<file path="config.mk">
export PLATFORM = sky130hd
export DESIGN_NAME = tbcc_top
export DESIGN_NICKNAME = d
export VERILOG_FILES = /design/src/tbcc_pkg.sv /design/src/tbcc_counter.sv /design/src/tbcc_top.sv
export SDC_FILE = /design/constraint.sdc
export NUM_CORES = 1
export LEC_CHECK = 0
export BUFFER_PORTS_ARGS = -buffer_cell sky130_fd_sc_hd__buf_2
export CORE_AREA = 2 2 85 87
export DETAILED_ROUTE_END_ITERATION = 7
export DIE_AREA = 0 0 87 89
export GPL_TIMING_DRIVEN = 0
export PLACE_DENSITY = 0.78
export SYNTH_ARGS = -nofsm -noshare
export SYNTH_HDL_FRONTEND = slang
export SYNTH_SLANG_ARGS = --single-unit
</file>
<file path="constraint.sdc">
create_clock -name ref_clk_in -period 3.1 [get_ports ref_clk_in]
set_clock_uncertainty 0.05 [all_clocks]
set_input_delay 0.465 -clock ref_clk_in [delete_from_list [all_inputs] [get_ports ref_clk_in]]
set_output_delay 0.465 -clock ref_clk_in [all_outputs]
set_load 0.05 [all_outputs]
</file>
<file path="src/tbcc_pkg.sv">
// Notes on behaviour
// - counter reads and writes as two bytes, high 15:8, low 7:0, zero at reset.
// - capture/compare low byte at its base index, high byte at base plus one.
// - in capture mode a trigger loads capture/compare with the counter value.
// - periodic and single-shot modes use capture/compare as the counter top.
// - in 8-bit pwm mode the two capture/compare bytes act as separate registers.
// - capture/compare is a 16-bit read/write register as two bytes at indices 0x0C and 0x0D, reset zero.
`default_nettype none
package tbcc_pkg;
    localparam int CNT_W = 16;
    localparam int BYTE_W = 8;
    localparam int ADDR_W = 8;
    localparam int DATA_W = 32;
    localparam int IDX_W = 6;
    // register indices; byte address is four times the index
    localparam logic [IDX_W-1:0] IDX_CTRL = 6'h00;
    localparam logic [IDX_W-1:0] IDX_STATUS = 6'h01;
    localparam logic [IDX_W-1:0] IDX_CNT_LO = 6'h0A;
    localparam logic [IDX_W-1:0] IDX_CNT_HI = 6'h0B;
    localparam logic [IDX_W-1:0] IDX_CAPCMP_LO = 6'h0C;
    localparam logic [IDX_W-1:0] IDX_CAPCMP_HI = IDX_CAPCMP_LO + 6'h01;
    // control fields
    localparam int CTRL_EN_BIT = 0;
    localparam int CTRL_MODE_LSB = 1;
    localparam int MODE_W = 2;
    // status fields
    localparam int STAT_CAPT_BIT = 0;
    localparam int STAT_MATCH_BIT = 1;
    localparam int STAT_RUN_BIT = 2;
    localparam int STAT_WAVE_BIT = 3;
    // mode encodings
    localparam logic [MODE_W-1:0] MODE_PERIODIC = 2'h0;
    localparam logic [MODE_W-1:0] MODE_SINGLE = 2'h1;
    localparam logic [MODE_W-1:0] MODE_CAPTURE = 2'h2;
    localparam logic [MODE_W-1:0] MODE_PWM8 = 2'h3;
    // reset values
    localparam logic [CNT_W-1:0] CNT_RST = 16'h0000;
    localparam logic [CNT_W-1:0] CAPCMP_RST = 16'h0000;
    localparam logic [BYTE_W-1:0] CTRL_RST = 8'h00;
    localparam logic [DATA_W-1:0] RDATA_RST = 32'h0000_0000;
endpackage
`default_nettype wire

</file>
<file path="src/tbcc_counter.sv">
`default_nettype none
module tbcc_counter
    import tbcc_pkg::*;
(
    // clock and reset
    input wire logic ref_clk_in,
    input wire logic rst_in,
    // control
    input wire logic run_in,
    input wire logic [MODE_W-1:0] mode_in,
    input wire logic [CNT_W-1:0] top_in,
    // software byte writes
    input wire logic wr_lo_in,
    input wire logic wr_hi_in,
    input wire logic [BYTE_W-1:0] wr_data_in,
    // state
    output logic [CNT_W-1:0] cnt_out,
    output logic match_out,
    output logic wave_out
);
    logic [CNT_W-1:0] cnt_ff;
    logic match_ff;
    logic wave_ff;
    logic full_hit;
    logic low_hit;

    assign full_hit = (cnt_ff == top_in);
    assign low_hit = (cnt_ff[BYTE_W-1:0] == top_in[BYTE_W-1:0]);
    assign cnt_out = cnt_ff;
    assign match_out = match_ff;
    assign wave_out = wave_ff;

    // software writes win over counting so a reload is never lost
    always_ff @(posedge ref_clk_in) begin
        if (rst_in) begin
            cnt_ff <= CNT_RST;
        end else if (wr_lo_in) begin
            cnt_ff[BYTE_W-1:0] <= wr_data_in;
        end else if (wr_hi_in) begin
            cnt_ff[CNT_W-1:BYTE_W] <= wr_data_in;
        end else if (run_in) begin
            case (mode_in)
                MODE_PERIODIC: cnt_ff <= full_hit ? CNT_RST : cnt_ff + 16'h0001;
                MODE_SINGLE: cnt_ff <= full_hit ? cnt_ff : cnt_ff + 16'h0001;
                MODE_CAPTURE: cnt_ff <= cnt_ff + 16'h0001;
                MODE_PWM8: cnt_ff[BYTE_W-1:0] <= low_hit ? 8'h00 : cnt_ff[BYTE_W-1:0] + 8'h01;
                default: cnt_ff <= cnt_ff;
            endcase
        end
    end

    always_ff @(posedge ref_clk_in) begin
        if (rst_in) begin
            match_ff <= 1'b0;
        end else begin
            match_ff <= run_in && !wr_lo_in && !wr_hi_in && (mode_in == MODE_PWM8 ? low_hit
                        : (mode_in != MODE_CAPTURE && full_hit));
        end
    end

    always_ff @(posedge ref_clk_in) begin
        if (rst_in) begin
            wave_ff <= 1'b0;
        end else begin
            wave_ff <= run_in && (mode_in == MODE_PWM8)
                       && (cnt_ff[BYTE_W-1:0] < top_in[CNT_W-1:BYTE_W]);
        end
    end

    chk_cnt_lo_write: assert property (@(posedge ref_clk_in) disable iff (rst_in)
        wr_lo_in |=> cnt_ff[BYTE_W-1:0] == $past(wr_data_in))
        else $error("counter low byte write lost");
    chk_periodic_wrap: assert property (@(posedge ref_clk_in) disable iff (rst_in)
        run_in && mode_in == MODE_PERIODIC && full_hit && !wr_lo_in && !wr_hi_in
        |=> cnt_ff == CNT_RST && match_ff)
        else $error("periodic counter did not wrap at top");
    chk_single_hold: assert property (@(posedge ref_clk_in) disable iff (rst_in)
        run_in && mode_in == MODE_SINGLE && full_hit && !wr_lo_in && !wr_hi_in
        |=> $stable(cnt_ff))
        else $error("single-shot counter moved past top");
    chk_pwm_period: assert property (@(posedge ref_clk_in) disable iff (rst_in)
        run_in && mode_in == MODE_PWM8 && low_hit && !wr_lo_in && !wr_hi_in
        |=> cnt_ff[BYTE_W-1:0] == 8'h00)
        else $error("pwm period wrap wrong");
    chk_pwm_duty: assert property (@(posedge ref_clk_in) disable iff (rst_in)
        run_in && mode_in == MODE_PWM8
        |=> wave_ff == ($past(cnt_ff[BYTE_W-1:0]) < $past(top_in[CNT_W-1:BYTE_W])))
        else $error("pwm output disagrees with duty byte");
    cov_periodic_wrap: cover property (@(posedge ref_clk_in) disable iff (rst_in)
        run_in && mode_in == MODE_PERIODIC && full_hit);
    cov_pwm_wave: cover property (@(posedge ref_clk_in) disable iff (rst_in)
        wave_ff ##1 !wave_ff);
endmodule
`default_nettype wire

</file>
<file path="src/tbcc_top.sv">
`default_nettype none
module tbcc_top
    import tbcc_pkg::*;
(
    // clock and reset
    input wire logic ref_clk_in,
    input wire logic rst_in,
    // avalon-mm slave
    input wire logic [ADDR_W-1:0] avs_address_in,
    input wire logic avs_read_in,
    input wire logic avs_write_in,
    input wire logic [DATA_W-1:0] avs_writedata_in,
    input wire logic [3:0] avs_byteenable_in,
    output logic [DATA_W-1:0] avs_readdata_out,
    output logic avs_waitrequest_out,
    // timer pins
    input wire logic capture_trig_in,
    output logic wave_out,
    output logic top_match_out
);
    logic wait_ff;
    logic [DATA_W-1:0] rdata_ff;
    logic [DATA_W-1:0] nxt_rdata;
    logic [IDX_W-1:0] idx;
    logic wr_go;
    logic [BYTE_W-1:0] wbyte;
    logic [BYTE_W-1:0] ctrl_ff;
    logic [CNT_W-1:0] capcmp_ff;
    logic capt_flag_ff;
    logic match_flag_ff;
    logic trig_s1_ff;
    logic trig_s2_ff;
    logic trig_s3_ff;
    logic trig_lvl_ff;
    logic trig_edge;
    logic capt_evt;
    logic run;
    logic [MODE_W-1:0] mode;
    logic [CNT_W-1:0] cnt;
    logic cnt_match;
    logic wr_cnt_lo;
    logic wr_cnt_hi;
    logic wr_capcmp_lo;
    logic wr_capcmp_hi;
    logic wr_status;

    assign idx = avs_address_in[ADDR_W-1:2];
    assign wbyte = avs_writedata_in[BYTE_W-1:0];
    // a write lands only at the edge where the master sees waitrequest low
    assign wr_go = avs_write_in && !wait_ff && avs_byteenable_in[0];
    assign wr_cnt_lo = wr_go && (idx == IDX_CNT_LO);
    assign wr_cnt_hi = wr_go && (idx == IDX_CNT_HI);
    assign wr_capcmp_lo = wr_go && (idx == IDX_CAPCMP_LO);
    assign wr_capcmp_hi = wr_go && (idx == IDX_CAPCMP_HI);
    assign wr_status = wr_go && (idx == IDX_STATUS);
    assign run = ctrl_ff[CTRL_EN_BIT];
    assign mode = ctrl_ff[CTRL_MODE_LSB +: MODE_W];
    assign avs_readdata_out = rdata_ff;
    assign avs_waitrequest_out = wait_ff;

    // one wait state per access: low for exactly one cycle, then high again
    always_ff @(posedge ref_clk_in) begin
        if (rst_in) begin
            wait_ff <= 1'b1;
        end else begin
            wait_ff <= !((avs_read_in || avs_write_in) && wait_ff);
        end
    end

    always_comb begin
        nxt_rdata = RDATA_RST;
        case (idx)
            IDX_CTRL: nxt_rdata[BYTE_W-1:0] = ctrl_ff;
            IDX_STATUS: begin
                nxt_rdata[STAT_CAPT_BIT] = capt_flag_ff;
                nxt_rdata[STAT_MATCH_BIT] = match_flag_ff;
                nxt_rdata[STAT_RUN_BIT] = run;
                nxt_rdata[STAT_WAVE_BIT] = wave_out;
            end
            IDX_CNT_LO: nxt_rdata[BYTE_W-1:0] = cnt[BYTE_W-1:0];
            IDX_CNT_HI: nxt_rdata[BYTE_W-1:0] = cnt[CNT_W-1:BYTE_W];
            // low at base, high at base plus one
            IDX_CAPCMP_LO: nxt_rdata[BYTE_W-1:0] = capcmp_ff[BYTE_W-1:0];
            IDX_CAPCMP_HI: nxt_rdata[BYTE_W-1:0] = capcmp_ff[CNT_W-1:BYTE_W];
            default: nxt_rdata = RDATA_RST;
        endcase
    end

    // read data is captured while waitrequest is high and stands through the low cycle
    always_ff @(posedge ref_clk_in) begin
        if (rst_in) begin
            rdata_ff <= RDATA_RST;
        end else if (avs_read_in && wait_ff) begin
            rdata_ff <= nxt_rdata;
        end
    end

    always_ff @(posedge ref_clk_in) begin
        if (rst_in) begin
            ctrl_ff <= CTRL_RST;
        end else if (wr_go && idx == IDX_CTRL) begin
            ctrl_ff <= wbyte;
        end
    end

    // trigger pin: three stages, a change counts once stages two and three agree
    always_ff @(posedge ref_clk_in) begin
        if (rst_in) begin
            trig_s1_ff <= 1'b0;
            trig_s2_ff <= 1'b0;
            trig_s3_ff <= 1'b0;
            trig_lvl_ff <= 1'b0;
        end else begin
            trig_s1_ff <= capture_trig_in;
            trig_s2_ff <= trig_s1_ff;
            trig_s3_ff <= trig_s2_ff;
            if (trig_s2_ff == trig_s3_ff) begin
                trig_lvl_ff <= trig_s3_ff;
            end
        end
    end

    assign trig_edge = trig_s2_ff && trig_s3_ff && !trig_lvl_ff;
    assign capt_evt = run && (mode == MODE_CAPTURE) && trig_edge;

    // capture beats a software write in the same cycle
    always_ff @(posedge ref_clk_in) begin
        if (rst_in) begin
            capcmp_ff <= CAPCMP_RST;
        end else if (capt_evt) begin
            capcmp_ff <= cnt;
        end else if (wr_capcmp_lo) begin
            capcmp_ff[BYTE_W-1:0] <= wbyte;
        end else if (wr_capcmp_hi) begin
            capcmp_ff[CNT_W-1:BYTE_W] <= wbyte;
        end
    end

    // sticky flags, cleared by writing one; a new event in the clear cycle wins
    always_ff @(posedge ref_clk_in) begin
        if (rst_in) begin
            capt_flag_ff <= 1'b0;
            match_flag_ff <= 1'b0;
        end else begin
            if (capt_evt) begin
                capt_flag_ff <= 1'b1;
            end else if (wr_status && wbyte[STAT_CAPT_BIT]) begin
                capt_flag_ff <= 1'b0;
            end
            if (cnt_match) begin
                match_flag_ff <= 1'b1;
            end else if (wr_status && wbyte[STAT_MATCH_BIT]) begin
                match_flag_ff <= 1'b0;
            end
        end
    end

    tbcc_counter tbcc_counter_i (
        .ref_clk_in(ref_clk_in),
        .rst_in(rst_in),
        .run_in(run),
        .mode_in(mode),
        .top_in(capcmp_ff),
        .wr_lo_in(wr_cnt_lo),
        .wr_hi_in(wr_cnt_hi),
        .wr_data_in(wbyte),
        .cnt_out(cnt),
        .match_out(cnt_match),
        .wave_out(wave_out)
    );

    assign top_match_out = cnt_match;

    chk_wait_one: assert property (@(posedge ref_clk_in) disable iff (rst_in)
        !wait_ff |=> wait_ff)
        else $error("waitrequest low for more than one cycle");
    chk_capcmp_hi_read: assert property (@(posedge ref_clk_in) disable iff (rst_in)
        avs_read_in && wait_ff && idx == IDX_CAPCMP_HI && !capt_evt
        |=> rdata_ff == {24'h00_0000, $past(capcmp_ff[CNT_W-1:BYTE_W])})
        else $error("capture/compare high byte read at wrong index");
    chk_cnt_hi_read: assert property (@(posedge ref_clk_in) disable iff (rst_in)
        avs_read_in && wait_ff && idx == IDX_CNT_HI
        |=> rdata_ff[BYTE_W-1:0] == $past(cnt[CNT_W-1:BYTE_W]))
        else $error("counter high byte read wrong");
    chk_capture_load: assert property (@(posedge ref_clk_in) disable iff (rst_in)
        capt_evt |=> capcmp_ff == $past(cnt) && capt_flag_ff)
        else $error("capture did not load counter value");
    chk_capcmp_write: assert property (@(posedge ref_clk_in) disable iff (rst_in)
        wr_capcmp_lo && !capt_evt |=> capcmp_ff[BYTE_W-1:0] == $past(wbyte))
        else $error("capture/compare low byte write lost");
    // a pin held for the shortest legal time of three cycles must still capture
    chk_trig_filter: assert property (@(posedge ref_clk_in) disable iff (rst_in)
        $rose(capture_trig_in) && run && mode == MODE_CAPTURE ##1 capture_trig_in [*2]
        |-> ##[1:2] capt_flag_ff)
        else $error("stable trigger edge produced no capture");
    cov_capture: cover property (@(posedge ref_clk_in) disable iff (rst_in) capt_evt);
    cov_write_read: cover property (@(posedge ref_clk_in) disable iff (rst_in)
        wr_capcmp_hi ##[1:8] (avs_read_in && !wait_ff && idx == IDX_CAPCMP_HI));
endmodule
`default_nettype wire

</file>
* Yosys cells after proc, flatten, opt, wreduce, memory -nomap -nowiden
Index checks and enable logic that the tools add are counted.
** Storage, ports and cells
- Register bits :: 57
- Output and inout bits :: 35
- Word-level logic and storage cells :: 95
- Bits of input ports :: 49
** Cells by class
- Bitwise operators :: 1
- Add/sub/neg operators :: 2
- $lt $le $gt $ge :: 1
- Muxes and demuxes :: 20
- Reduce and logical (&&, ||, !) cells :: 40
- Equality and inequality tests :: 16
** Operators with widths (number)
- two-way mux 16 bit :: 4
- two-way mux 8 bit :: 7
- one-hot mux 8 bit (4 select lines) :: 1
- == test 6 x 4 -> 1 bit (second input constant) :: 4
- one-hot mux 4 bit (6 select lines) :: 1
- one-hot mux 8 bit (3 select lines) :: 1
- logical AND 1 bit :: 22
- one-hot mux 4 bit (5 select lines) :: 1
- adder 16 x 1 -> 16 bit (second input constant) :: 1
- == test 16 bit :: 1
- nonzero test 2 bit :: 6
- adder 8 x 1 -> 8 bit (second input constant) :: 1
- == test 8 bit :: 1
- less-than comparator 8 bit :: 1
- == test 6 x 1 -> 1 bit (second input constant) :: 1
- zero test 6 bit :: 1
- inequality test 3 x 2 -> 1 bit (second input constant) :: 2
- zero test 1 bit :: 5
- two-way mux 1 bit :: 5
- == test 2 bit (second input constant) :: 2
- inequality test 2 bit (second input constant) :: 2
- AND reduction 4 bit :: 1
- nonzero test 4 bit :: 1
- AND reduction 3 bit :: 1
- other kinds (7) :: 7

* Logic depth before layout (Yosys ltp)
- Word-level depth :: 8
- Mapped depth :: 9
- Depth with buffers taken out :: 8

* Hierarchy
From an unflattened synthesis, not the netlist that was laid out.
** Second synthesis, totals
- Cells, all modules :: 443
- Area total of the unflattened synthesis :: 3704.8 um^2
** Modules (own cells, without submodules)
- tbcc_top :: instances 1, cells an instance 235, seq. area each 780.7 um^2, area an instance 2100.8 um^2
- tbcc_counter :: instances 1, cells an instance 208, seq. area each 360.3 um^2, area an instance 1604.0 um^2

* Worst setup path after synthesis
OpenSTA, ideal clock, no wires.
- Path type :: in2reg
- From :: in avs_address_in[7]
- To :: reg tbcc_counter_i.cnt_ff[3] (netlist: tbcc_counter_i.cnt_out[3])
- Arrival :: 2.152 ns
- Data required time :: 2.918 ns
- Library setup time :: 0.132 ns
- Cell stages on the path :: 7
- Buffers on the path :: 0
- Slack :: 0.766 ns
- Cell sequence :: or4b_4 > nor2_1 > nand2_1 > a311oi_2 > nor2_1 > a32oi_1 > a21oi_1
** On the way
- Cells in the longest elaborated chain, start to end :: 4
- Elaborated cells on any way between the ends :: 9
- Those cells by class :: 4 x eq/ne; 1 x mux; 4 x reduce/logical
** Ends and longest elaborated chain
- start: declaration :: line tbcc_top.sv:9 : input wire logic [ADDR_W-1:0] avs_address_in,
- == test 6 x 4 -> 1 bit (on tied branches) :: line tbcc_top.sv:51, tbcc_top.sv:52
- logical AND 1 bit (on tied branches) :: line tbcc_top.sv:51, tbcc_top.sv:52
- inequality test 3 x 2 -> 1 bit (no source line), or another cell as far along
- AND reduction 3 bit (no source line)
- end signal: assignment :: line tbcc_counter.sv:45 : MODE_CAPTURE: cnt_ff <= cnt_ff + 16'h0001;
- end signal: indexed assignment :: line tbcc_counter.sv:46 : MODE_PWM8: cnt_ff[BYTE_W-1:0] <= low_hit ? 8'h00 : cnt_ff[BYTE_W-1:0] + 8'h01;
- end signal: assignment :: line tbcc_counter.sv:47 : default: cnt_ff <= cnt_ff;
- end: declaration :: line tbcc_counter.sv:21 : logic [CNT_W-1:0] cnt_ff;
Parallel ways exist; a longest one is shown, timed or not.
A chain may end at the register's enable or synchronous reset.

* Final worst setup path
- From :: reg tbcc_counter_i.cnt_ff[10] (netlist: tbcc_counter_i.cnt_out[10])
- To :: reg tbcc_counter_i.cnt_ff[15] (netlist: tbcc_counter_i.cnt_out[15])
** On the way
- Cells in the longest elaborated chain, start to end :: 5
- Elaborated cells on any way between the ends :: 9
- Those cells by class :: 1 x add/sub; 2 x eq/ne; 5 x mux; 1 x reduce/logical
** Ends and longest elaborated chain
- start signal: indexed assignment :: line tbcc_counter.sv:38 : cnt_ff[BYTE_W-1:0] <= wr_data_in;
- start signal: indexed assignment :: line tbcc_counter.sv:40 : cnt_ff[CNT_W-1:BYTE_W] <= wr_data_in;
- start signal: assignment :: line tbcc_counter.sv:43 : MODE_PERIODIC: cnt_ff <= full_hit ? CNT_RST : cnt_ff + 16'h0001;
- adder 16 x 1 -> 16 bit / == test 16 bit (equally long branches)
- two-way mux 16 bit (on tied branches) :: line tbcc_counter.sv:44, tbcc_counter.sv:43
- one-hot mux 8 bit (3 select lines) :: line tbcc_counter.sv:42 : case (mode_in)
- two-way mux 16 bit :: line tbcc_counter.sv:41 : end else if (run_in) begin
- two-way mux 8 bit :: line tbcc_counter.sv:39 : end else if (wr_hi_in) begin
Parallel ways exist; a longest one is shown, timed or not. The select of a mux whose other input is x is not followed.

==> results by group <==
Routing
  • Initial DRC count: 425
  • Post-Route WL: 10700 um
  • Vias after detailed routing: 3536
  • Drt drc: 0
  • Antenna-violating nets left: 0
  • Via density: 6.12
  • WL/cell: 18.6 um
  • DR pass1 iterations: 5

Synthesis
  • Number of synthesized flops with an enable pin: 0
  • Adder-cell area share of the yosys netlist: 0.0454
  • Synth Area in Simple Gates: 0.204
  • Most common flop cell mapped by yosys: dfxtp_1
  • Synth Area in XOR/XNOR: 0.0415
  • Synth Warn #: 0
  • Largest family of logic cells by synthesized area: compound AO/OA/AOI/OAI gates
  • Mapped Cells: 431
  • Distinct cells, synth: 59
  • Post-Syn Area: 3590 sq um
  • Seq cells post-synth: 57
  • Sequential share of the synthesized area: 0.318
  • Mux contribution to synthesized area: 0.0792
  • Post-synth ARST share: 0
  • Synth Area in Compound Gates: 0.210
  • Syn_area_per_cell: 8.32 sq um

STA
  • TNS Setup: 0 ps
  • Period utilisation layout: 0.885
  • Slew at the pin with the worst max-slew slack: 864 ps
  • Fmax: 0.365 GHz
  • RSZ-0062 raised after global routing: no
  • Fin crit period: 2740 ps
  • Fin. Hold Viols: 0
  • Slew Limit Fails: 0
  • Fin worst setup slack: 358 ps
  • Setup violations, final: 0
  • Slew HR: 0.419

Critical path
  • Worst Path Required: 3290 ps
  • Worst R2R Start: tbcc_counter_i.cnt_out[10]
  • FF-to-FF End: tbcc_counter_i.cnt_out[15]
  • CP Capture Type: register
  • R2R Setup Slk: 360 ps
  • Startpoint Class: register
  • Worst Reg-to-Reg Cells: 8
  • CP Max Fanout: 7
  • Critical path type: reg2reg
  • Critical path arrival: 2930 ps

Die
  • Die area: 7740 sq um
  • Initial Util: 0.534
  • Io pins: 84
  • Die Wd: 87 um
  • # rows: 30
  • Area of the core: 6720 sq um
  • DIE HEIGHT: 89 um

Layout
  • ANT cells: 0
  • Final instance area: 4090 sq um
  • Final cell count without fillers: 578
  • Post-route core utilization: 0.608
  • Commonest non-fill, non-tap cells in the layout: 57 x dfxtp_1, 37 x nand2_1, 36 x nor2_1
  • Commonest non-fill, non-tap cell in the layout: dfxtp_1
  • Final net count: 555
  • Layout cells sized above 1: 0.177
  • Area delta synth->final: 14.0%

Place
  • Placed insts: 562
  • DP Area: 3910 sq um
  • RD Place Congestion: 0.957
  • Post-Place Worst Slack: 208 ps
  • Final HPWL DP: 7920 um
  • PortBufs: 28

Clock network
  • H-tree Lvls: 3
  • Hold Buf Count CTS: 0
  • CTS tree: yes
  • Post-CTS resize count: 0
  • Clock Tree Root: clkbuf_8
  • Worst-path clk slew: 60 ps
  • Setup bufs post-CTS: 0
  • Bufs on Longest Clock Path: 2
  • CTS Buf Count: 9
  • Clk Latency, worst-skew pair: 350 ps
  • Clock Sinks: 57

Flow run
  • Max cap viols: 0

Global route
  • First-pass GRT wire length: 16500 um
  • Total gr overflow: 0
  • Initial antenna violation count: 0
  • Via count of the first global-routing pass: 3254
  • GRT Total Usage: 0.283
  • Largest net degree at the start of global routing: 11

Power
  • Pwr/cell area: 390 nW/um^2
  • Peak VDD IR: 248 uV
  • Leak pwr: 1.71 nW

Worst hold path
  • Hold depth: 2
  • Hold Startpoint: capture_trig_in
  • Hold Path End: trig_s1_ff
  • HP Class: in2reg

Outcome
  • Status: completed
flip-flops by register name, indices dropped and copies added (netlist names):
signal and cells:
capcmp_ff 16, tbcc_counter_i.wave_out 1, trig_s1_ff 1, trig_lvl_ff 1
ctrl_ff 8, avs_readdata_out 8, avs_waitrequest_out 1, tbcc_counter_i.cnt_out 16
trig_s3_ff 1, match_flag_ff 1, capt_flag_ff 1, tbcc_counter_i.match_out 1
trig_s2_ff 1
layer usage:
layer,track usage,share of wire
met5,0,0
met4,0.111,0.022
met3,0.0739,0.10
met2,0.453,0.47
met1,0.365,0.41
synth_stat cells (7+ instances only):
cell type | number | share of area
inv_1 | 17 | 0.018
buf_4 | 24 | 0.050
nor3_1 | 11 | 0.015
a32o_1 | 7 | 0.020
nand3_1 | 15 | 0.021
a211oi_1 | 20 | 0.042
mux2i_1 | 25 | 0.070
o21ai_1 | 7 | 0.0098
nor2_1 | 36 | 0.038
and3_1 | 8 | 0.014
a21oi_1 | 27 | 0.038
a21o_1 | 7 | 0.015
clkbuf_1 | 18 | 0.019
nand2_1 | 37 | 0.039
ha_1 | 13 | 0.045
xor2_1 | 17 | 0.042
dfxtp_1 | 57 | 0.32
final cells by class:
type                    count  area (sq um)
repair buffers             28           140
plain buffers              48           283
multi-input cells         329          2170
well taps                  80           100
clock buffers              13           159
fillers                   622          2630
flip-flops and latches     57          1140
inverters                  20          75.1
clock inverters             3          15.0
how the worst max path moves through the flow:
stage / startpoint / endpoint / slack, ps
2_1_floorplan: avs_address_in[7] / tbcc_counter_i.cnt_out[3] / 770
3_3_place_gp: avs_address_in[7] / tbcc_counter_i.cnt_out[3] / 220
3_5_place_dp: avs_address_in[2] / tbcc_counter_i.cnt_out[15] / 210
4_1_cts: tbcc_counter_i.cnt_out[10] / tbcc_counter_i.cnt_out[15] / 440
5_1_grt: tbcc_counter_i.cnt_out[10] / tbcc_counter_i.cnt_out[15] / 190
6_report: tbcc_counter_i.cnt_out[10] / tbcc_counter_i.cnt_out[15] / 360
report_power, final:
group	internal (mW)	switching, mW
Clock	0.330	0.305
Sequential	0.741	0.00527
Combinational	0.0551	0.158
kinds of logic (layout without fill, tap and decap cells):
kind of cell | Yosys count | in the layout
buffers and inverters | 68 | 112
DFF | 57 | 57
AOI/OAI and AO/OA | 105 | 105
muxes | 28 | 28
other | 1 | 24
xor gates and xnor gates | 17 | 17
adders and majority gates | 13 | 13
and+or+nand+nor | 142 | 142
worst max-delay path, cell delays in order, from the launching register on:
cell and delay (ps):
dfxtp_1 300, clkbuf_1 340, xor2_1 230, nor4_2 90, nand4_2 200, o21ai_1 120
o31ai_1 780, o21ai_0 210, a32o_1 310
per-stage QoR:
stage	total power, mW	hold slack (ps)
floorplan	0.923	364
finish	1.59	280
detailed placement	0.972	387
CTS	1.59	282
global placement	0.969	387
global route	1.63	298
(Power assumes the default switching activity.)
